### src/verilog/cfg_pin_regs.vh
// constants for the configuration pin interface
`ifndef CFG_PIN_REGS_VH
`define CFG_PIN_REGS_VH
`define SYNC_WORD       32'hA5C3_5A3C
`define IMAGE_ID        32'h0000_1234 // value is arbitrary
`define IMAGE_WORDS     16'h0010
`define CRC_INIT        16'hFFFF
`define CRC_POLY        16'h1021
`define IR_LEN          4
`define IR_RESET        4'h1
`define IR_BYPASS       4'hF
`define IR_IDCODE       4'h1
`define IDCODE_VALUE    32'h1000_0001 // value is arbitrary
`define SCLK_DIV        4'h4
`define SYNC_HUNT_MAX   16'h0400
`define RESET_MIN_NS    320
`define CLK_PERIOD_NS   100
`define RESET_MIN_CYC   ((`RESET_MIN_NS + `CLK_PERIOD_NS - 1) / `CLK_PERIOD_NS)
`endif

### src/verilog/cfg_word_buf.v
// two-entry word buffer with valid/ready on both sides
`default_nettype none
module cfg_word_buf #(
  parameter W = 32
) (
  input  wire         i_mclk,
  input  wire         i_resetn,
  input  wire         i_clr,
  input  wire         i_in_valid,
  output wire         o_in_ready,
  input  wire [W-1:0] i_in_data,
  output wire         o_out_valid,
  input  wire         i_out_ready,
  output wire [W-1:0] o_out_data
);
  reg [W-1:0] mem_q [0:1];
  reg         wp_q;
  reg         rp_q;
  reg [1:0]   cnt_q;
  wire        push = i_in_valid && (cnt_q != 2'd2);
  wire        pop  = i_out_ready && (cnt_q != 2'd0);

  assign o_in_ready  = (cnt_q != 2'd2);
  assign o_out_valid = (cnt_q != 2'd0);
  assign o_out_data  = mem_q[rp_q];

  always @(posedge i_mclk or negedge i_resetn)
  begin
    if (!i_resetn)
    begin
      wp_q     <= 1'b0;
      rp_q     <= 1'b0;
      cnt_q    <= 2'd0;
      mem_q[0] <= {W{1'b0}};
      mem_q[1] <= {W{1'b0}};
    end
    else if (i_clr)
    begin
      wp_q  <= 1'b0;
      rp_q  <= 1'b0;
      cnt_q <= 2'd0;
    end
    else
    begin
      if (push)
      begin
        mem_q[wp_q] <= i_in_data;
        wp_q        <= ~wp_q;
      end
      if (pop)
        rp_q <= ~rp_q;
      cnt_q <= cnt_q + {1'b0, push} - {1'b0, pop};
    end
  end
endmodule // cfg_word_buf
`default_nettype wire

### src/verilog/config_pin_interface.v
// configuration pin interface: straps, spi loader, status pins and test port
`default_nettype none
`include "cfg_pin_regs.vh"
// Notes on behaviour
// - done is open drain: pull low or release, never drive high.
// - outside pulses reset low long enough; device resets on it.
// - test logic samples mode and data-in on clock rising edge.
// - test data-out changes only after test clock falling edge.
// - undriven test mode and data-in read as one.
// - data-in shifts through instruction or data register chosen by mode.
// - test data-out floats whenever nothing shifts.
// - width straps pick data width; all high means single bit.
// - image select inputs pick image only when multi-image enabled.
// - serial clock is input when passive, output when active.
// - line 0 in passive/out active, line 1 in when active, 32 lines in parallel.
// - load starts only with chip select high; chip select low aborts only the sync hunt.
// - cascade select output enables next device in chain.
// - error low when no sync pattern is found within 1024 hunt bits.
// - error low also on id mismatch, crc fail, update fail.
// - slave select strap sampled at reset release: 0 passive, 1 active.
// - slave select is strap input, then flash select in active mode.
// - after load dual-purpose pins are freed; dedicated pins are not.
module config_pin_interface #(
  parameter DW = 32
) (
  input  wire          i_mclk,
  input  wire          i_resetn,
  input  wire [2:0]    i_data_width_straps,
  input  wire [1:0]    i_image_select_inputs,
  input  wire          i_multi_image_en,
  input  wire          i_config_serial_clock_in,
  output wire          o_config_serial_clock_out,
  output wire          o_config_serial_clock_oe,
  input  wire [DW-1:0] i_config_data_lines,
  output wire [DW-1:0] o_config_data_lines,
  output wire [DW-1:0] o_config_data_lines_oe,
  input  wire          i_chip_select,
  output reg           o_cascade_select_output,
  input  wire          i_slave_select_in,
  output reg           o_slave_select_out,
  output wire          o_slave_select_oe,
  input  wire          i_config_complete_flag_in,
  output wire          o_config_complete_flag_out,
  output wire          o_config_complete_flag_oe,
  output reg           o_config_error_low,
  input  wire          i_remote_update_fail,
  input  wire          i_test_enable_n,
  output reg           o_user_mode,
  output wire          o_user_pins_free,
  output wire          o_word_valid,
  input  wire          i_word_ready,
  output wire [31:0]   o_word_data,
  output wire [1:0]    o_image_index,
  input  wire          i_tck,
  input  wire          i_tms,
  input  wire          i_tdi,
  output reg           o_tdo,
  output reg           o_tdo_oe
);
  // --------------------------------------------------------------
  // pin synchronisers
  // --------------------------------------------------------------
  reg       s1_q;
  reg       s2_q;
  reg [5:0] sp1_q;
  reg [5:0] sp2_q;
  reg [2:0] t1_q;
  reg [2:0] t2_q;
  reg [DW-1:0] d1_q;
  reg [DW-1:0] d2_q;
  reg          cs1_q, cs2_q, ss1_q, ss2_q, dn1_q, dn2_q, te1_q, te2_q;
  always @(posedge i_mclk or negedge i_resetn)
  begin
    if (!i_resetn)
    begin
      s1_q <= 1'b1; s2_q <= 1'b1; sp1_q <= 6'h38; sp2_q <= 6'h38;
      t1_q <= 3'b011; t2_q <= 3'b011;
      d1_q <= {DW{1'b0}}; d2_q <= {DW{1'b0}};
      cs1_q <= 1'b0; cs2_q <= 1'b0; ss1_q <= 1'b1; ss2_q <= 1'b1;
      dn1_q <= 1'b0; dn2_q <= 1'b0; te1_q <= 1'b1; te2_q <= 1'b1;
    end
    else
    begin
      s1_q <= i_config_serial_clock_in; s2_q <= s1_q;
      sp1_q <= {i_data_width_straps, i_image_select_inputs, i_multi_image_en}; sp2_q <= sp1_q;
      t1_q <= {i_tck, i_tms, i_tdi}; t2_q <= t1_q;
      d1_q <= i_config_data_lines; d2_q <= d1_q;
      cs1_q <= i_chip_select; cs2_q <= cs1_q;
      ss1_q <= i_slave_select_in; ss2_q <= ss1_q;
      dn1_q <= i_config_complete_flag_in; dn2_q <= dn1_q;
      te1_q <= i_test_enable_n; te2_q <= te1_q;
    end
  end

  // --------------------------------------------------------------
  // strap capture after reset release
  // --------------------------------------------------------------
  reg       strap_done_q, active_q, serial_q;
  reg [1:0] sw_q; // synchronisers hold reset values for two edges after release
  reg [1:0] img_q;
  always @(posedge i_mclk or negedge i_resetn)
  begin
    if (!i_resetn)
    begin
      strap_done_q <= 1'b0; active_q <= 1'b0; serial_q <= 1'b1; img_q <= 2'b00;
      sw_q <= 2'd0;
    end
    else if (sw_q != 2'd2)
      sw_q <= sw_q + 2'd1;
    else if (!strap_done_q)
    begin
      strap_done_q <= 1'b1;
      active_q     <= ss2_q;
      serial_q     <= (sp2_q[5:3] == 3'b111);
      img_q        <= sp2_q[0] ? sp2_q[2:1] : 2'b00;
    end
  end
  assign o_image_index = img_q;

  // --------------------------------------------------------------
  // serial clock: sampled edges when passive, divider when active
  // --------------------------------------------------------------
  reg [3:0] div_q;
  reg       sclk_q;
  wire      div_tick = (div_q == `SCLK_DIV - 4'd1);
  reg       sedge_q;
  wire      p_rise = s2_q && !sedge_q;
  reg       loading;
  always @(posedge i_mclk or negedge i_resetn)
  begin
    if (!i_resetn)
    begin
      div_q <= 4'd0; sclk_q <= 1'b1; sedge_q <= 1'b1; // idle high: no false edge
    end
    else
    begin
      sedge_q <= s2_q;
      div_q   <= div_tick ? 4'd0 : div_q + 4'd1;
      if (div_tick && loading)
        sclk_q <= ~sclk_q;
      else if (!loading)
        sclk_q <= 1'b1;
    end
  end
  wire a_rise = div_tick && loading && !sclk_q;
  wire bit_en = active_q ? a_rise : p_rise;
  assign o_config_serial_clock_out = sclk_q;
  assign o_config_serial_clock_oe  = active_q && loading;

  // --------------------------------------------------------------
  // loader state machine
  // --------------------------------------------------------------
  localparam ST_IDLE = 3'd0, ST_HUNT = 3'd1, ST_ID = 3'd2, ST_DATA = 3'd3,
             ST_CRC = 3'd4, ST_DONE = 3'd5, ST_ERR = 3'd6;
  reg [2:0]  st_q;
  reg [31:0] sh_q;
  reg [5:0]  bc_q;
  reg [15:0] wc_q;
  reg [15:0] crc_q;
  reg        wv_q;
  wire       buf_ready;
  wire [5:0] wbits = serial_q ? 6'd32 : 6'd1;
  wire [31:0] in_word = serial_q ? {sh_q[30:0], d2_q[active_q ? 1 : 0]} : d2_q[31:0];
  wire       word_done = bit_en && (serial_q ? (bc_q == 6'd31) : 1'b1);
  wire       stall = wv_q && !buf_ready;
  reg [15:0] hunt_q;
  always @* loading = (st_q == ST_HUNT) || (st_q == ST_ID) || (st_q == ST_DATA) ||
                      (st_q == ST_CRC);

  function [15:0] crc_step;
    input [15:0] c;
    input [31:0] w;
    integer k;
    reg [15:0] r;
    begin
      r = c;
      for (k = 31; k >= 0; k = k - 1)
        r = (r[15] ^ w[k]) ? ((r << 1) ^ `CRC_POLY) : (r << 1);
      crc_step = r;
    end
  endfunction

  always @(posedge i_mclk or negedge i_resetn)
  begin
    if (!i_resetn)
    begin
      st_q <= ST_IDLE; sh_q <= 32'h0000_0000; bc_q <= 6'd0; wc_q <= 16'h0000;
      crc_q <= `CRC_INIT; wv_q <= 1'b0; hunt_q <= 16'h0000;
      o_config_error_low <= 1'b1; o_cascade_select_output <= 1'b1;
      o_slave_select_out <= 1'b1;
    end
    else
    begin
      if (wv_q && buf_ready)
        wv_q <= 1'b0;
      if (bit_en && !stall && serial_q)
      begin
        sh_q <= in_word;
        bc_q <= (bc_q == wbits - 6'd1) ? 6'd0 : bc_q + 6'd1;
      end
      else if (bit_en && !stall)
        sh_q <= in_word;
      case (st_q)
        ST_IDLE:
          if (strap_done_q && cs2_q && te2_q)
          begin
            st_q <= ST_HUNT;
            o_slave_select_out <= 1'b0;
          end
        ST_HUNT:
        begin
          if (bit_en)
            hunt_q <= hunt_q + 16'h0001;
          if (!cs2_q)
            st_q <= ST_IDLE;
          else if (bit_en && in_word == `SYNC_WORD)
          begin
            st_q <= ST_ID; bc_q <= 6'd0;
          end
          else if (hunt_q == `SYNC_HUNT_MAX)
          begin
            st_q <= ST_ERR; o_config_error_low <= 1'b0;
          end
        end
        ST_ID:
          if (word_done)
          begin
            if (in_word == (`IMAGE_ID + {30'd0, img_q}))
              st_q <= ST_DATA;
            else
            begin
              st_q <= ST_ERR; o_config_error_low <= 1'b0;
            end
          end
        ST_DATA:
          if (word_done && !stall)
          begin
            wv_q  <= 1'b1;
            crc_q <= crc_step(crc_q, in_word);
            wc_q  <= wc_q + 16'h0001;
            if (wc_q == `IMAGE_WORDS - 16'h0001)
              st_q <= ST_CRC;
          end
        ST_CRC:
          if (word_done)
          begin
            if (in_word[15:0] == crc_q)
              st_q <= ST_DONE;
            else
            begin
              st_q <= ST_ERR; o_config_error_low <= 1'b0;
            end
          end
        ST_DONE:
        begin
          o_slave_select_out      <= 1'b1;
          o_cascade_select_output <= 1'b0;
          if (i_remote_update_fail)
          begin
            st_q <= ST_ERR; o_config_error_low <= 1'b0;
          end
        end
        ST_ERR:
          o_slave_select_out <= 1'b1;
        default:
          st_q <= ST_IDLE;
      endcase
    end
  end

  cfg_word_buf #(.W(32)) u_buf (
    .i_mclk      (i_mclk),
    .i_resetn    (i_resetn),
    .i_clr       (st_q == ST_IDLE),
    .i_in_valid  (wv_q),
    .o_in_ready  (buf_ready),
    .i_in_data   (sh_q),
    .o_out_valid (o_word_valid),
    .i_out_ready (i_word_ready),
    .o_out_data  (o_word_data)
  );

  // --------------------------------------------------------------
  // done line, user mode, pin drive
  // --------------------------------------------------------------
  wire ok_done = (st_q == ST_DONE) && o_config_error_low;
  assign o_config_complete_flag_out = 1'b0;
  assign o_config_complete_flag_oe  = !ok_done;
  always @(posedge i_mclk or negedge i_resetn)
  begin
    if (!i_resetn)
      o_user_mode <= 1'b0;
    else
      // leaves user mode on the same edge that a failed update raises the error
      o_user_mode <= ok_done && dn2_q && !o_word_valid && !i_remote_update_fail;
  end
  assign o_user_pins_free = o_user_mode;
  assign o_slave_select_oe = active_q && strap_done_q;
  assign o_config_data_lines    = {{(DW-1){1'b0}}, sh_q[31]};
  assign o_config_data_lines_oe = (active_q && loading) ? {{(DW-1){1'b0}}, 1'b1} :
                                  {DW{1'b0}};

  // --------------------------------------------------------------
  // test access port
  // --------------------------------------------------------------
  localparam TP_RESET = 4'd0, TP_IDLE = 4'd1, TP_SDR = 4'd2, TP_CDR = 4'd3,
             TP_SHDR = 4'd4, TP_E1DR = 4'd5, TP_PDR = 4'd6, TP_E2DR = 4'd7,
             TP_UDR = 4'd8, TP_SIR = 4'd9, TP_CIR = 4'd10, TP_SHIR = 4'd11,
             TP_E1IR = 4'd12, TP_PIR = 4'd13, TP_E2IR = 4'd14, TP_UIR = 4'd15;
  reg [3:0]  tap_q;
  reg [3:0]  tap_d;
  reg [1:0]  tedge_q;
  reg [`IR_LEN-1:0] ir_q, irs_q;
  reg [31:0] dr_q;
  reg        byp_q;
  wire tck_rise = t2_q[2] && !tedge_q[0];
  wire tck_fall = !t2_q[2] && tedge_q[0];
  wire tms = t2_q[1];
  wire tdi = t2_q[0];
  always @*
  begin
    case (tap_q)
      TP_RESET: tap_d = tms ? TP_RESET : TP_IDLE;
      TP_IDLE:  tap_d = tms ? TP_SDR : TP_IDLE;
      TP_SDR:   tap_d = tms ? TP_SIR : TP_CDR;
      TP_CDR:   tap_d = tms ? TP_E1DR : TP_SHDR;
      TP_SHDR:  tap_d = tms ? TP_E1DR : TP_SHDR;
      TP_E1DR:  tap_d = tms ? TP_UDR : TP_PDR;
      TP_PDR:   tap_d = tms ? TP_E2DR : TP_PDR;
      TP_E2DR:  tap_d = tms ? TP_UDR : TP_SHDR;
      TP_UDR:   tap_d = tms ? TP_SDR : TP_IDLE;
      TP_SIR:   tap_d = tms ? TP_RESET : TP_CIR;
      TP_CIR:   tap_d = tms ? TP_E1IR : TP_SHIR;
      TP_SHIR:  tap_d = tms ? TP_E1IR : TP_SHIR;
      TP_E1IR:  tap_d = tms ? TP_UIR : TP_PIR;
      TP_PIR:   tap_d = tms ? TP_E2IR : TP_PIR;
      TP_E2IR:  tap_d = tms ? TP_UIR : TP_SHIR;
      TP_UIR:   tap_d = tms ? TP_SDR : TP_IDLE;
      default:  tap_d = TP_RESET;
    endcase
  end
  wire sel_byp = (ir_q == `IR_BYPASS) || (ir_q != `IR_IDCODE);
  always @(posedge i_mclk or negedge i_resetn)
  begin
    if (!i_resetn)
    begin
      tedge_q <= 2'b00; tap_q <= TP_RESET; ir_q <= `IR_RESET; irs_q <= `IR_RESET;
      dr_q <= 32'h0000_0000; byp_q <= 1'b0; o_tdo <= 1'b0; o_tdo_oe <= 1'b0;
    end
    else
    begin
      tedge_q <= {tedge_q[0], t2_q[2]};
      if (tck_rise)
      begin
        tap_q <= tap_d;
        case (tap_q)
          TP_RESET: ir_q <= `IR_RESET;
          TP_CIR:   irs_q <= `IR_RESET;
          TP_SHIR:  irs_q <= {tdi, irs_q[`IR_LEN-1:1]};
          TP_UIR:   ir_q <= irs_q;
          TP_CDR:
          begin
            dr_q  <= `IDCODE_VALUE;
            byp_q <= 1'b0;
          end
          TP_SHDR:
          begin
            dr_q  <= {tdi, dr_q[31:1]};
            byp_q <= tdi;
          end
          default: byp_q <= byp_q;
        endcase
      end
      if (tck_fall)
      begin
        o_tdo_oe <= (tap_q == TP_SHIR) || (tap_q == TP_SHDR);
        o_tdo    <= (tap_q == TP_SHIR) ? irs_q[0] : (sel_byp ? byp_q : dr_q[0]);
      end
    end
  end
endmodule // config_pin_interface
`default_nettype wire

### config.mk
export PLATFORM = sky130hd
export DESIGN_NAME = config_pin_interface
export DESIGN_NICKNAME = d
export VERILOG_FILES = /design/src/verilog/cfg_word_buf.v /design/src/verilog/config_pin_interface.v
export VERILOG_INCLUDE_DIRS = /design/src /design/src/verilog
export SDC_FILE = /design/constraint.sdc
export NUM_CORES = 1
export LEC_CHECK = 0
export BUFFER_PORTS_ARGS = -buffer_cell sky130_fd_sc_hd__buf_2
export CAP_MARGIN = 20
export CORE_ASPECT_RATIO = 1.75
export CORE_MARGIN = 1.5
export CORE_UTILIZATION = 53
export CTS_CLUSTER_DIAMETER = 200
export DETAILED_ROUTE_END_ITERATION = 7
export GPL_TIMING_DRIVEN = 0
export PLACE_DENSITY = 0.76
export SYNTH_ARGS = -nofsm -noshare
export SYNTH_HDL_FRONTEND = slang
export SYNTH_SLANG_ARGS = --single-unit
export TNS_END_PERCENT = 30
### constraint.sdc
create_clock -name i_mclk -period 3.39 [get_ports i_mclk]
set_input_delay 0.678 -clock i_mclk [delete_from_list [all_inputs] [get_ports i_mclk]]
set_output_delay 0.678 -clock i_mclk [all_outputs]
set_load 0.02 [all_outputs]
# == Yosys cells after proc, flatten, opt, wreduce, memory -nomap -nowiden ==
# Index checks and enable logic that the tools add are counted.
# totals
regBits,315
latch_bits,0
mem_bits_rw,0
romBits,0
in_bits,50
out_inout_bits,111
n_memories,0
# op_classes
add_sub_neg,9
n_mul,0
n_div,0
order_cmp,4
n_eq_ne,47
shifts,0
n_mux,108
bitwise_logic,73
n_reduce_logical,61
# ops
cell,count
$mux W13,32
$mux W32,7
$not A3 Y3,32
$bwmux W64,1
$pmux W32 S2,1
$pmux W4 S12,1
$eq A4 B4 Y1 const B,9
$mux W3,12
$mux W6,6
$add A16 B1 Y16 const B,2
$demux W32 S1,1
$eq A32 B14 Y1,1
$eq A32 B32 Y1 const B,1
$xor A1 B1 Y1,32
$mux W1,29
$logic_and A1 B1 Y1,22
$pmux W3 S7,1
$mux W4,5
$ne A2 B2 Y1 const B,10
$eq A16 B11 Y1 const B,1
$eq A16 B16 Y1,1
$eq A16 B4 Y1 const B,1
$eq A4 B3 Y1 const B,4
$pmux W4 S2,2
other kinds (37),88

# == Logic depth before layout (Yosys ltp) ==
# Gate-level depths: netlist (run 1).
# logic_depth
depth_word,69
depth_mapped,14

# == Cells and area by module ==
# A second synthesis (run 1) with hierarchy kept.
# hier_totals
hier_cells,1156
hier_area_um2,14495.2
# by_module_without_submodules
mod,n_inst,cells_per_inst,area_per_inst_um2
config_pin_interface,1,962,11483.5
cfg_word_buf,1,194,3011.6

# == Worst setup path before layout (run 1) ==
# Ideal clock, no wire load.
# synth_timing
kind,register to register
startpoint,register serial_q
endpoint,register crc_q[13]
setup_time_ps,72
arrival_ps,3203
t_required_ps,3318
setup_slack_ps,115
stages_incl_launch_ff,10
synth_period_minus_slack_ps,3275
cell_sequence,dfstp_2 buf_6 mux2i_4 xnor2_4 xnor3_2 xor3_2 xnor3_2 xor3_2 xnor2_1 o21ai_1
# synth_via
elab_chain_cells,33
word_cells_on_any_way,68
cone_classes,33 x mux; 32 x bitwise; 3 x reduce/logical
# synth_lines
item,line,source
"start, declared",config_pin_interface.v:98,"reg strap_done_q, active_q, serial_q;"
"start signal, assigned",config_pin_interface.v:114,serial_q <= (sp2_q[5:3] == 3'b111);
$mux W32,config_pin_interface.v:163,"wire [31:0] in_word = serial_q ? {sh_q[30:0], d2_q[active_q ? 1 : 0]} : d2_q[31:0];"
$xor A1 B1 Y1,config_pin_interface.v:178,r = (r[15] ^ w[k]) ? ((r << 1) ^ `CRC_POLY) : (r << 1);
$mux W13 (5 in a row),config_pin_interface.v:178,
$not A3 Y3 (no source line),n/a,
$mux W13 (7 in a row),config_pin_interface.v:178,
$not A3 Y3 (no source line),n/a,
$mux W13,config_pin_interface.v:178,
$xor A1 B1 Y1,config_pin_interface.v:178,
$mux W13 (5 in a row),config_pin_interface.v:178,
$not A3 Y3 (no source line),n/a,
$mux W13 (7 in a row),config_pin_interface.v:178,
$not A3 Y3 (no source line),n/a,
$mux W13,config_pin_interface.v:178,
"end signal, assigned",config_pin_interface.v:239,"crc_q <= crc_step(crc_q, in_word);"
"end, declared",config_pin_interface.v:159,reg [15:0] crc_q;
# Several ways; a longest one is shown, not always the timed one.
# A chain may end at the register's enable or synchronous reset.

# == Final worst setup path (run 1) ==
# layout_timing
startpoint,register serial_q
endpoint,register crc_q[7]
# layout_via
elab_chain_cells,31
word_cells_on_any_way,75
cone_classes,34 x mux; 38 x bitwise; 3 x reduce/logical
# layout_lines
item,line
$mux W32,config_pin_interface.v:163
$xor A1 B1 Y1,config_pin_interface.v:178
$mux W13,config_pin_interface.v:178
$xor A1 B1 Y1 / $mux W13 (equally long branches),config_pin_interface.v:178
$mux W13,config_pin_interface.v:178
$xor A1 B1 Y1 / $mux W13 (equally long branches),config_pin_interface.v:178
$mux W13,config_pin_interface.v:178
$mux W13 / $not A3 Y3 (equally long branches),n/a
[... 11 more ...],n/a
"$not A3 Y3 (no source line), or another cell as far along",n/a
$mux W13,config_pin_interface.v:178
$xor A1 B1 Y1 / $mux W13 (equally long branches),config_pin_interface.v:178
$mux W13 (3 in a row),config_pin_interface.v:178
$mux W13 / $not A3 Y3 (equally long branches),n/a
$mux W13,config_pin_interface.v:178
$not A3 Y3 (no source line) / $xor A1 B1 Y1 (equally long branches),n/a
$mux W13 (3 in a row),config_pin_interface.v:178
# Several ways; a longest one is shown, not always the timed one.

==> results.sh, run 1 <==
export IMPL_ff_latch_area_um2=7910
export IMPL_rr_worst_depth=11
export IMPL_timing_fmax_mhz=288
export IMPL_yosysSeqAreaShare_pct=55.1
export IMPL_path_depth=11
export IMPL_cts_tree="built"
export IMPL_slew_headroom_pct=38.0
export IMPL_vdd_ir_drop_worst_mv=1.22
export IMPL_hold_buffers=0
export IMPL_finClkSkew_ns=0.0168
export IMPL_antennaDiodeCount=0
export IMPL_cp_arrival_ns=3.94
export IMPL_synth_most_common_cell="dfrtp_1"
export IMPL_power_density_nw_per_um2=1110
export IMPL_via_count=9486
export IMPL_coreArea_um2=26600
export IMPL_synth_top_area_cell="dfrtp_1"
export IMPL_n_fill_cell=1907
export IMPL_synth_top_area_share_pct=47.8
export IMPL_gp_congestion=0.981
export IMPL_start_util_pct=54.0
export IMPL_grt_use_total_pct=23.7
export IMPL_vias_per_cell=5.47
export IMPL_cts_root_buf="clkbuf_16"
export IMPL_clk_path_buf_depth=3
export IMPL_slew_violations=0
export IMPL_finalHoldViolCount=0
export IMPL_numCtsBuffers=28
export IMPL_async_reset_ff_share_pct=100
export IMPL_synth_ff_type="dfrtp_1"
export IMPL_slowest_stage="xnor3_2"
export IMPL_cpLargestDelayFamily="XOR/XNOR gates"
export IMPL_grt_overflow_total=0
export IMPL_pre_cts_slack_ns=-0.752
export IMPL_clk_pin_slew_worst_paths_ns=0.07
export IMPL_ys_warn_count=0
export IMPL_dpl_hpwl_mm=22.6
export IMPL_boundaryPins=161
export IMPL_critical_path_peak_fanout=8
export IMPL_leakage_nw=8.12
export IMPL_dr_pass1_iters=5
export IMPL_syn_area_um2=14400
export IMPL_grt_pass1_vias=9732
export IMPL_worstSetupPathType="register to register"
export IMPL_ant_nets=0
export IMPL_wl_per_cell_um=18.8
export IMPL_grt_max_degree=133
export IMPL_end_kind="register"
export IMPL_die_area_um2=28100
export IMPL_num_rows=79
export IMPL_crit_chain="buf_12, buf_12, buf_4, mux2i_2, xnor2_1, xnor2_2, xnor3_2, xnor3_2, xor2_2, xor2_1, o21ai_0"
export IMPL_insertion_delay_ns=0.56
export IMPL_worst_pin_slew_ns=0.923
export IMPL_antenna_found_initial=0
export IMPL_post_route_util_pct=64.8
export IMPL_synthTopCellsByCount="274 x dfrtp_1, 97 x mux2_2, 85 x xnor2_1"
export IMPL_status="finished with violations"
export IMPL_areaGrowthSynthToFinish_pct=19.9
export IMPL_cp_num_buf_inv=3
export IMPL_synth_area_leaders="dfrtp_1 48%, mux2_2 7.6%, dfstp_2 7.3%"
export IMPL_synth_edf_count=0
export IMPL_drive_above_1_share_pct=32.0
export IMPL_totalWireLength_mm=32.6
export IMPL_layout_nets=1448
export IMPL_rsz0062_at_grt="true"
export IMPL_port_buffers=97
export IMPL_ys_types=64
export IMPL_multi_input_area_um2=6250
export IMPL_chipHeight_um=221
export IMPL_syn_avg_cell_area_um2=12.3
export IMPL_die_w_um=127
export IMPL_fin_crit_ns=3.47
export IMPL_drv_cap=0
export IMPL_drc_errors=0
export IMPL_grt_pass1_wl_mm=51.4
export IMPL_synth_cells=1165
export IMPL_violations="negative setup slack"
export IMPL_max_stage_delay_ns=0.55
export IMPL_worst_setup_path_start_kind="register"
export IMPL_drt_initial_drc_count=497
export IMPL_clkSinkCount=314
export IMPL_setup_viol=7
export IMPL_layout_setup_ws_ns=-0.0787
export IMPL_cts_max_level=1
export IMPL_finalCritPeriodShare_pct=102
export IMPL_min_path_type="input pin to asynchronous set/reset pin"
export IMPL_worstPathRequired_ns=3.86
export IMPL_yosys_register_bits=314
## path summary, 6_finish.rpt
check	to	slack [ns]	start
setup / recovery	crc_q[7]	-0.08	serial_q
hold / removal	dr_q[27]	0.11	i_resetn
setup reg to reg	crc_q[7]	-0.08	serial_q
hold reg to reg	d2_q[12]	0.35	d1_q[12]
max in group asynchronous	u_buf.mem_q[59]	2.15	i_resetn
min in group i_mclk	t1_q[1]	0.22	i_tms
## timing repair
action                                 4_1_cts  5_1_grt
endpoints found under the hold margin        0        0
gates resized for setup                     64       14
setup endpoints to repair                   25       21
gates cloned                                 0        1
buffers inserted                            22       10
pin swaps                                   13        7
## report_power, final
part | leakage [nW] | switching, mW | internal [mW] | total, mW
Clock | 0.470 | 1.40 | 1.87 | 3.27
Sequential | 3.90 | 0.596 | 4.36 | 4.96
Combinational | 3.75 | 5.15 | 5.79 | 10.9
Total | 8.12 | 7.15 | 12.0 | 19.2
## state kept, by name, summed over array words and instances, names as in the netlist, 6 cells and up
register     count
d2_q            32
dr_q            32
sp1_q            6
d1_q            32
sp2_q            6
wc_q            16
sh_q            32
crc_q           16
bc_q             6
u_buf.mem_q     64
hunt_q          16
## cells in the final DEF, fill, tap and decap left out, drive strengths merged, types with 14 or more instances in the layout
cell    synthesis  final
xnor2          91     91
dfrtp         274    274
o21ai          38     38
mux2           97     97
dfstp          40     40
conb            1     63
mux2i          32     32
nor3           14     14
nand4          24     24
buf            73    204
nor2           77     77
xnor3          22     22
xor2           24     24
a22o           34     34
clkbuf         39     77
inv            22     23
nand3          27     27
nand2          72     72
a21oi          56     56
## routing by layer
layer	up-vias	wire [um]	GRT usage [%]
met5	-	0	0
met4	0	2500	16.4
met3	123	1240	3.17
met2	292	17700	44.2
met1	4716	11200	24.3
li1	4355	-	-
## layout make-up
class / instances / area share (%)
clock inverter: 14 / 0.799
clock buffer: 37 / 4.79
timing repair buffer: 133 / 4.99
tap: 324 / 2.35
sequential: 314 / 45.9
buffer: 112 / 4.35
multi-input combinational: 779 / 36.3
inverter: 22 / 0.479
## stage by stage
stage / power (mW) / instance area (um2) / TNS, ns / hold WS, ns / std cells
finish: 19.2 / 17200 / -0.232 / 0.105 / 1735
detailed placement: 14.8 / 15600 / -7.82 / 0.335 / 1651
CTS: 19.0 / 17000 / -0.0356 / 0.136 / 1724
floorplan: 12.6 / 14600 / 0 / 0.331 / 1227
global placement: 14.2 / 15500 / -1152.50 / 0.333 / 1648
global route: 20.3 / 17200 / -1.15 / 0.160 / 1735
## logic make-up after synthesis
group | synth area share, %
AOI/OAI and AO/OA | 6.88
xor gates and xnor gates | 12.4
adders and majority gates | 0.697
buffers and inverters | 5.38
DFF | 55.1
muxes | 10.1
other | 0.0261
and+or+nand+nor | 9.52
Power figures use the tool's default switching activity.
==> run 2, diff against run 1 <==
==> constraint.sdc (replaced) <==
create_clock -name i_mclk -period 3.39 [get_ports i_mclk]
set_input_delay 0 -clock i_mclk [delete_from_list [all_inputs] [get_ports i_mclk]]
set_output_delay 0 -clock i_mclk [all_outputs]
set_load 0.02 [all_outputs]
==> run 2 against run 1 <==
  * The run still ends with negative setup slack left
  * Global-route usage is 0.67 points higher
  * Critical path depth stayed put
  * Fmax is 0.44% lower
  * Flip-flop and latch count stayed put
  * Via count is 2.6% higher
  * Worst hold slack worse by 0.081 ns
  * Sequential power hardly changed
  * Combinational power hardly changed
  * Cell count is 3.1% higher
  * Count of clock-buffer cells in the layout stayed put
  * Register-to-register slack worse by 0.02 ns
  * Setup slack worse by 0.015 ns
  * Critical path type unchanged
==> results.sh, run 2 (synthesis gave the netlist of run 1 again) <==
export IMPL_wl_per_cell_um=19.0
export IMPL_finalHoldViolCount=0
export IMPL_worstSetupPathType="register to register"
export IMPL_clk_path_buf_depth=3
export IMPL_die_w_um=127
export IMPL_layout_commonest_cell="dfrtp_1"
export IMPL_grt_pass1_wl_mm=52.8
export IMPL_ff2ff_setup_slack_ns=-0.09
export IMPL_final_cell_mix="274 x dfrtp_1, 97 x mux2_2, 97 x buf_4"
export IMPL_slowest_stage="dfstp_2"
export IMPL_timing_fmax_mhz=287
export IMPL_n_fill_cell=1837
export IMPL_totalWireLength_mm=34.0
export IMPL_top_register="u_buf.mem_q"
export IMPL_end_kind="register"
export IMPL_ant_nets=0
export IMPL_setup_viol=7
export IMPL_gp_congestion=0.981
export IMPL_finalCritPeriodShare_pct=103
export IMPL_hold_worst_slack_ns=0.0245
export IMPL_numCtsBuffers=28
export IMPL_rsz0062_at_grt="true"
export IMPL_clk_pin_slew_worst_paths_ns=0.07
export IMPL_drv_cap=0
export IMPL_busiest_layer="met2"
export IMPL_worstPathRequired_ns=3.86
export IMPL_power_density_nw_per_um2=1080
export IMPL_chipHeight_um=221
export IMPL_vias_per_cell=5.44
export IMPL_insertion_delay_ns=0.56
export IMPL_slew_headroom_pct=35.9
export IMPL_use_met3_pct=3.34
export IMPL_antennaDiodeCount=0
export IMPL_critical_path_peak_fanout=5
export IMPL_drive_above_1_share_pct=31.2
export IMPL_dr_pass1_iters=5
export IMPL_drt_initial_drc_count=551
export IMPL_finClkSkew_ns=0.0182
export IMPL_layout_nets=1502
export IMPL_antenna_found_initial=0
export IMPL_leakage_nw=8.35
export IMPL_pre_cts_slack_ns=-0.752
export IMPL_grt_max_degree=133
export IMPL_start_util_pct=54.0
export IMPL_port_buffers=97
export IMPL_cts_tree="built"
export IMPL_cts_max_level=1
export IMPL_grt_overflow_total=0
export IMPL_vdd_ir_drop_worst_mv=1.23
export IMPL_slew_violations=0
export IMPL_cts_root_buf="clkbuf_16"
export IMPL_via_count=9732
export IMPL_crit_chain="buf_12, buf_12, buf_4, mux2i_2, xor2_1, xnor3_1, xnor3_2, xnor3_2, xor2_2, xor2_1, o21ai_0"
export IMPL_finalPower_mw=19.3
export IMPL_coreArea_um2=26600
export IMPL_cp_num_buf_inv=3
export IMPL_clkSinkCount=314
export IMPL_drc_errors=0
export IMPL_grt_use_total_pct=24.4
export IMPL_worst_setup_path_start_kind="register"
export IMPL_largest_reg_flops=64
export IMPL_grt_pass1_vias=10000
export IMPL_max_stage_delay_ns=0.55
export IMPL_boundaryPins=161
export IMPL_cpLargestDelayFamily="XOR/XNOR gates"
export IMPL_grtUsageMet1_pct=24.7
export IMPL_num_rows=79
export IMPL_fin_crit_ns=3.48
export IMPL_grt_use_met2_pct=45.4
export IMPL_violations="negative setup slack"
export IMPL_worst_pin_slew_ns=0.955
export IMPL_dpl_hpwl_mm=22.6
export IMPL_die_area_um2=28100
export IMPL_layout_setup_ws_ns=-0.0940
export IMPL_cp_arrival_ns=3.96
export IMPL_status="finished with violations"
export IMPL_areaGrowthSynthToFinish_pct=23.8
export IMPL_min_path_type="input pin to asynchronous set/reset pin"
## run 2: cell types whose count changed in the layout (fill, tap and decap cells not counted)
cell           change
buf_4              +3
dlygate4sd3_1     +49
buf_8              +1
o21ai_0            -1
mux2i_1            -1
xnor2_2            -1
buf_6              +2
o21ai_1            +1
mux2i_4            +1
xnor2_4            +1
clkbuf_16          -1
## run 2: worst paths after layout
path / start / to / depth (start not counted)
min in group i_mclk: i_chip_select / cs1_q / 2
min reg2reg: d1_q[12] / d2_q[12] / 0
max reg2reg: serial_q / crc_q[7] / 11
max: serial_q / crc_q[7] / 11
max in group asynchronous: i_resetn / u_buf.mem_q[59] / 3
min: i_resetn / dr_q[27] / 2
## run 2: layer usage
layer | wire length [um] | up-vias
met5 | 0 | -
li1 | - | 4470
met4 | 2630 | 0
met1 | 11600 | 4824
met3 | 1200 | 137
met2 | 18500 | 301
## run 2: area by class of cell
| cell class | count | area [um2] | area share, % |
|---|---|---|---|
| multi-input cells | 779 | 6280 | 35.3 |
| plain buffers | 112 | 749 | 4.22 |
| repair buffers | 187 | 1390 | 7.79 |
| clock inverters | 14 | 138 | 0.774 |
| well taps | 324 | 405 | 2.28 |
| inverters | 22 | 82.6 | 0.465 |
| flip-flops and latches | 314 | 7910 | 44.5 |
| clock buffers | 37 | 826 | 4.65 |
## run 2: power by group
group	switching, mW	internal, mW
clock network	1.40	1.87
registers	0.605	4.36
logic	5.17	5.84
total	7.18	12.1
## run 2: per-stage QoR
| step | TNS (ns) | cell area [um2] | std cells | util (%) |
|---|---|---|---|---|
| global route | -1.33 | 17800 | 1789 | 66.8 |
| finish | -0.314 | 17800 | 1789 | 66.8 |
| floorplan | 0 | 14600 | 1227 | - |
| CTS | -0.0356 | 17500 | 1773 | 65.9 |
| detailed placement | -7.82 | 15600 | 1651 | 58.5 |
| global placement | -939.61 | 15500 | 1648 | 58.2 |
## run 2: worst register-to-register path: cells and delay by family (launching register included)
kind | cells | cell delay (ns)
XOR/XNOR | 6 | 2.10
flip-flops | 1 | 0.55
buffers and inverters | 3 | 0.39
multiplexers | 1 | 0.27
AO/OA/AOI/OAI | 1 | 0.09
## run 2: what timing repair did
| item | CTS | global route |
|---|---|---|
| endpoints found under the setup margin | 25 | 20 |
| endpoints found under the hold margin | 142 | 0 |
| pin swaps | 13 | 9 |
| resized for setup | 64 | 22 |
| setup buffers | 22 | 16 |
| hold buffers | 49 | 0 |
==> run 3, diff against run 2 <==
--- a/config.mk
+++ b/config.mk
@@ -10,11 +10,11 @@
 export CAP_MARGIN = 20
 export CORE_ASPECT_RATIO = 1.75
 export CORE_MARGIN = 1.5
-export CORE_UTILIZATION = 53
+export CORE_UTILIZATION = 63
 export CTS_CLUSTER_DIAMETER = 200
 export DETAILED_ROUTE_END_ITERATION = 7
 export GPL_TIMING_DRIVEN = 0
-export PLACE_DENSITY = 0.76
+export PLACE_DENSITY = 0.85
 export SYNTH_ARGS = -nofsm -noshare
 export SYNTH_HDL_FRONTEND = slang
 export SYNTH_SLANG_ARGS = --single-unit
==> constraint.sdc (replaced) <==
create_clock -name i_mclk -period 4.4 [get_ports i_mclk]
set_input_delay 0 -clock i_mclk [delete_from_list [all_inputs] [get_ports i_mclk]]
set_output_delay 0 -clock i_mclk [all_outputs]
set_load 0.02 [all_outputs]
==> run 3 against run 2 <==
  * The run now ends clean
  * Total power fell by 26%
  * Clock skew rose by 0.0010 ns
  * Critical endpoint is now st_q[0]
  * Flip-flop and latch count did not move
  * Via count fell by 0.46%
  * Largest cell class unchanged
  * Sequential power fell by 24%
  * Die area fell by 16%
  * Non-clock buffer count fell by 38
  * Setup slack improved by 0.42 ns
  * Utilization rose by 9.3 points
==> results.sh, run 3 (synthesis gave the netlist of run 1 again) <==
export IMPL_drive_above_1_share_pct=26.1
export IMPL_antennaDiodeCount=0
export IMPL_die_w_um=117
export IMPL_rr_worst_depth=13
export IMPL_end_kind="register"
export IMPL_clkSinkCount=314
export IMPL_clk_pin_slew_worst_paths_ns=0.07
export IMPL_tns_ns=0
export IMPL_totalWireLength_mm=32.9
export IMPL_layout_commonest_cell="dfrtp_1"
export IMPL_slew_headroom_pct=39.7
export IMPL_ff2ff_setup_slack_ns=0.33
export IMPL_worst_setup_path_start_kind="register"
export IMPL_dpl_hpwl_mm=22.2
export IMPL_r2r_end="st_q[0]"
export IMPL_worst_pin_slew_ns=0.898
export IMPL_crit_chain="buf_6, buf_6, buf_4, buf_2, buf_2, mux2i_1, xnor2_1, nor4_1, nand4_1, nor3b_1, o21ai_0, a21oi_1, a21o_1"
export IMPL_dp_cells=1623
export IMPL_critical_path_peak_fanout=10
export IMPL_cp_arrival_ns=4.58
export IMPL_finalNonFillerCells=1724
export IMPL_via_count=9687
export IMPL_vdd_ir_drop_worst_mv=0.731
export IMPL_drv_cap=0
export IMPL_grt_pass1_wl_mm=52.4
export IMPL_vias_per_cell=5.62
export IMPL_cts_root_buf="clkbuf_16"
export IMPL_drc_errors=0
export IMPL_power_density_nw_per_um2=842
export IMPL_pre_cts_slack_ns=0.267
export IMPL_layout_setup_ws_ns=0.326
export IMPL_status="complete, no violations"
export IMPL_worstPathRequired_ns=4.90
export IMPL_slew_violations=0
export IMPL_dr_pass1_iters=5
export IMPL_final_cell_mix="274 x dfrtp_1, 99 x buf_2, 97 x mux2_2"
export IMPL_coreArea_um2=22300
export IMPL_fin_crit_ns=4.07
export IMPL_finClkSkew_ns=0.0193
export IMPL_areaGrowthSynthToFinish_pct=17.9
export IMPL_port_buffers=97
export IMPL_grt_use_total_pct=28.9
export IMPL_insertion_delay_ns=0.56
export IMPL_die_area_um2=23700
export IMPL_chipHeight_um=203
export IMPL_leakage_nw=8.01
export IMPL_cts_tree="built"
export IMPL_crit_start="serial_q"
export IMPL_slowest_stage="dfstp_2"
export IMPL_numCtsBuffers=28
export IMPL_start_util_pct=64.5
export IMPL_n_fill_cell=1449
export IMPL_drt_initial_drc_count=571
export IMPL_gp_congestion=0.972
export IMPL_top_register="u_buf.mem_q"
export IMPL_timing_fmax_mhz=245
export IMPL_grt_overflow_total=0
export IMPL_rr_startpoint="serial_q"
export IMPL_clk_path_buf_depth=3
export IMPL_endpoint="st_q[0]"
export IMPL_grt_pass1_vias=10100
export IMPL_largest_reg_flops=64
export IMPL_worstSetupPathType="register to register"
export IMPL_wl_per_cell_um=19.1
export IMPL_max_stage_delay_ns=0.53
export IMPL_layout_nets=1464
export IMPL_setup_viol=0
export IMPL_finalHoldViolCount=0
export IMPL_grt_max_degree=114
export IMPL_rsz0062_at_grt="false"
export IMPL_cts_max_level=1
export IMPL_min_path_type="input pin to asynchronous set/reset pin"
export IMPL_boundaryPins=161
export IMPL_num_rows=72
export IMPL_ant_nets=0
export IMPL_antenna_found_initial=0
export IMPL_finalCritPeriodShare_pct=92.6
==> run 3: repair_timing <==
action / CTS / global route
setup buffers: 0 / 0
endpoints found under the hold margin: 142 / 0
endpoints found under the setup margin: 0 / 2
resized for setup: 0 / 1
hold buffers: 49 / 0
==> run 3: power by group <==
group	internal [mW]	switching (mW)	leakage, nW
clock network	1.34	1.09	0.442
registers	3.37	0.437	3.90
logic	4.06	3.95	3.67
total	8.77	5.48	8.01
==> run 3: final cells by class <==
class	instances	area, um2	area share (%)
buffer	112	689	4.07
clock buffer	37	754	4.46
clock inverter	15	163	0.961
inverter	22	82.6	0.488
multi-input combinational	779	5920	35.0
sequential	314	7910	46.7
tap	296	370	2.19
timing repair buffer	149	1050	6.18
==> run 3: critical path: cells and delay by family, from the launching register on <==
family,cells,cell delay (ns)
DFF,1,0.53
xor gates and xnor gates,1,0.11
and+or+nand+nor,3,1.09
buffers and inverters,5,1.34
muxes,1,0.48
AOI/OAI and AO/OA,3,0.44
==> run 3: worst min path at each step <==
stage / from / end / slack, ns / cells after the start
after global routing: i_config_serial_clock_in / s1_q / 0.07 / 2
after detailed placement: i_resetn / dr_q[24] / 0.06 / 1
after global placement: i_tdi / t1_q[0] / 0.11 / 1
after CTS: i_config_serial_clock_in / s1_q / 0.06 / 2
final: i_resetn / dr_q[26] / 0.04 / 2
after floorplan: i_resetn / active_q / -0.30 / 0
==> run 3: through the flow <==
| stage | area [um2] | util [%] | hold WS (ns) | power, mW |
|---|---|---|---|---|
| 5_1_grt | 16900 | 76.1 | 0.0695 | 15.0 |
| 6_report | 16900 | 76.1 | 0.0432 | 14.3 |
| 3_5_place_dp | 15500 | 69.7 | 0.0552 | 11.1 |
| 2_1_floorplan | 14600 | - | -0.296 | 9.95 |
| 4_1_cts | 16900 | 76.1 | 0.0577 | 14.2 |
| 3_3_place_gp | 15400 | 69.4 | 0.106 | 11.0 |
==> run 3: metal layers <==
layer,GRT usage (%),up-vias,share of wire [%]
met5,0,-,0
met4,19.9,0,7.1
met3,4.24,128,3.9
met2,51.6,314,55
met1,30.6,4849,34
li1,-,4396,-
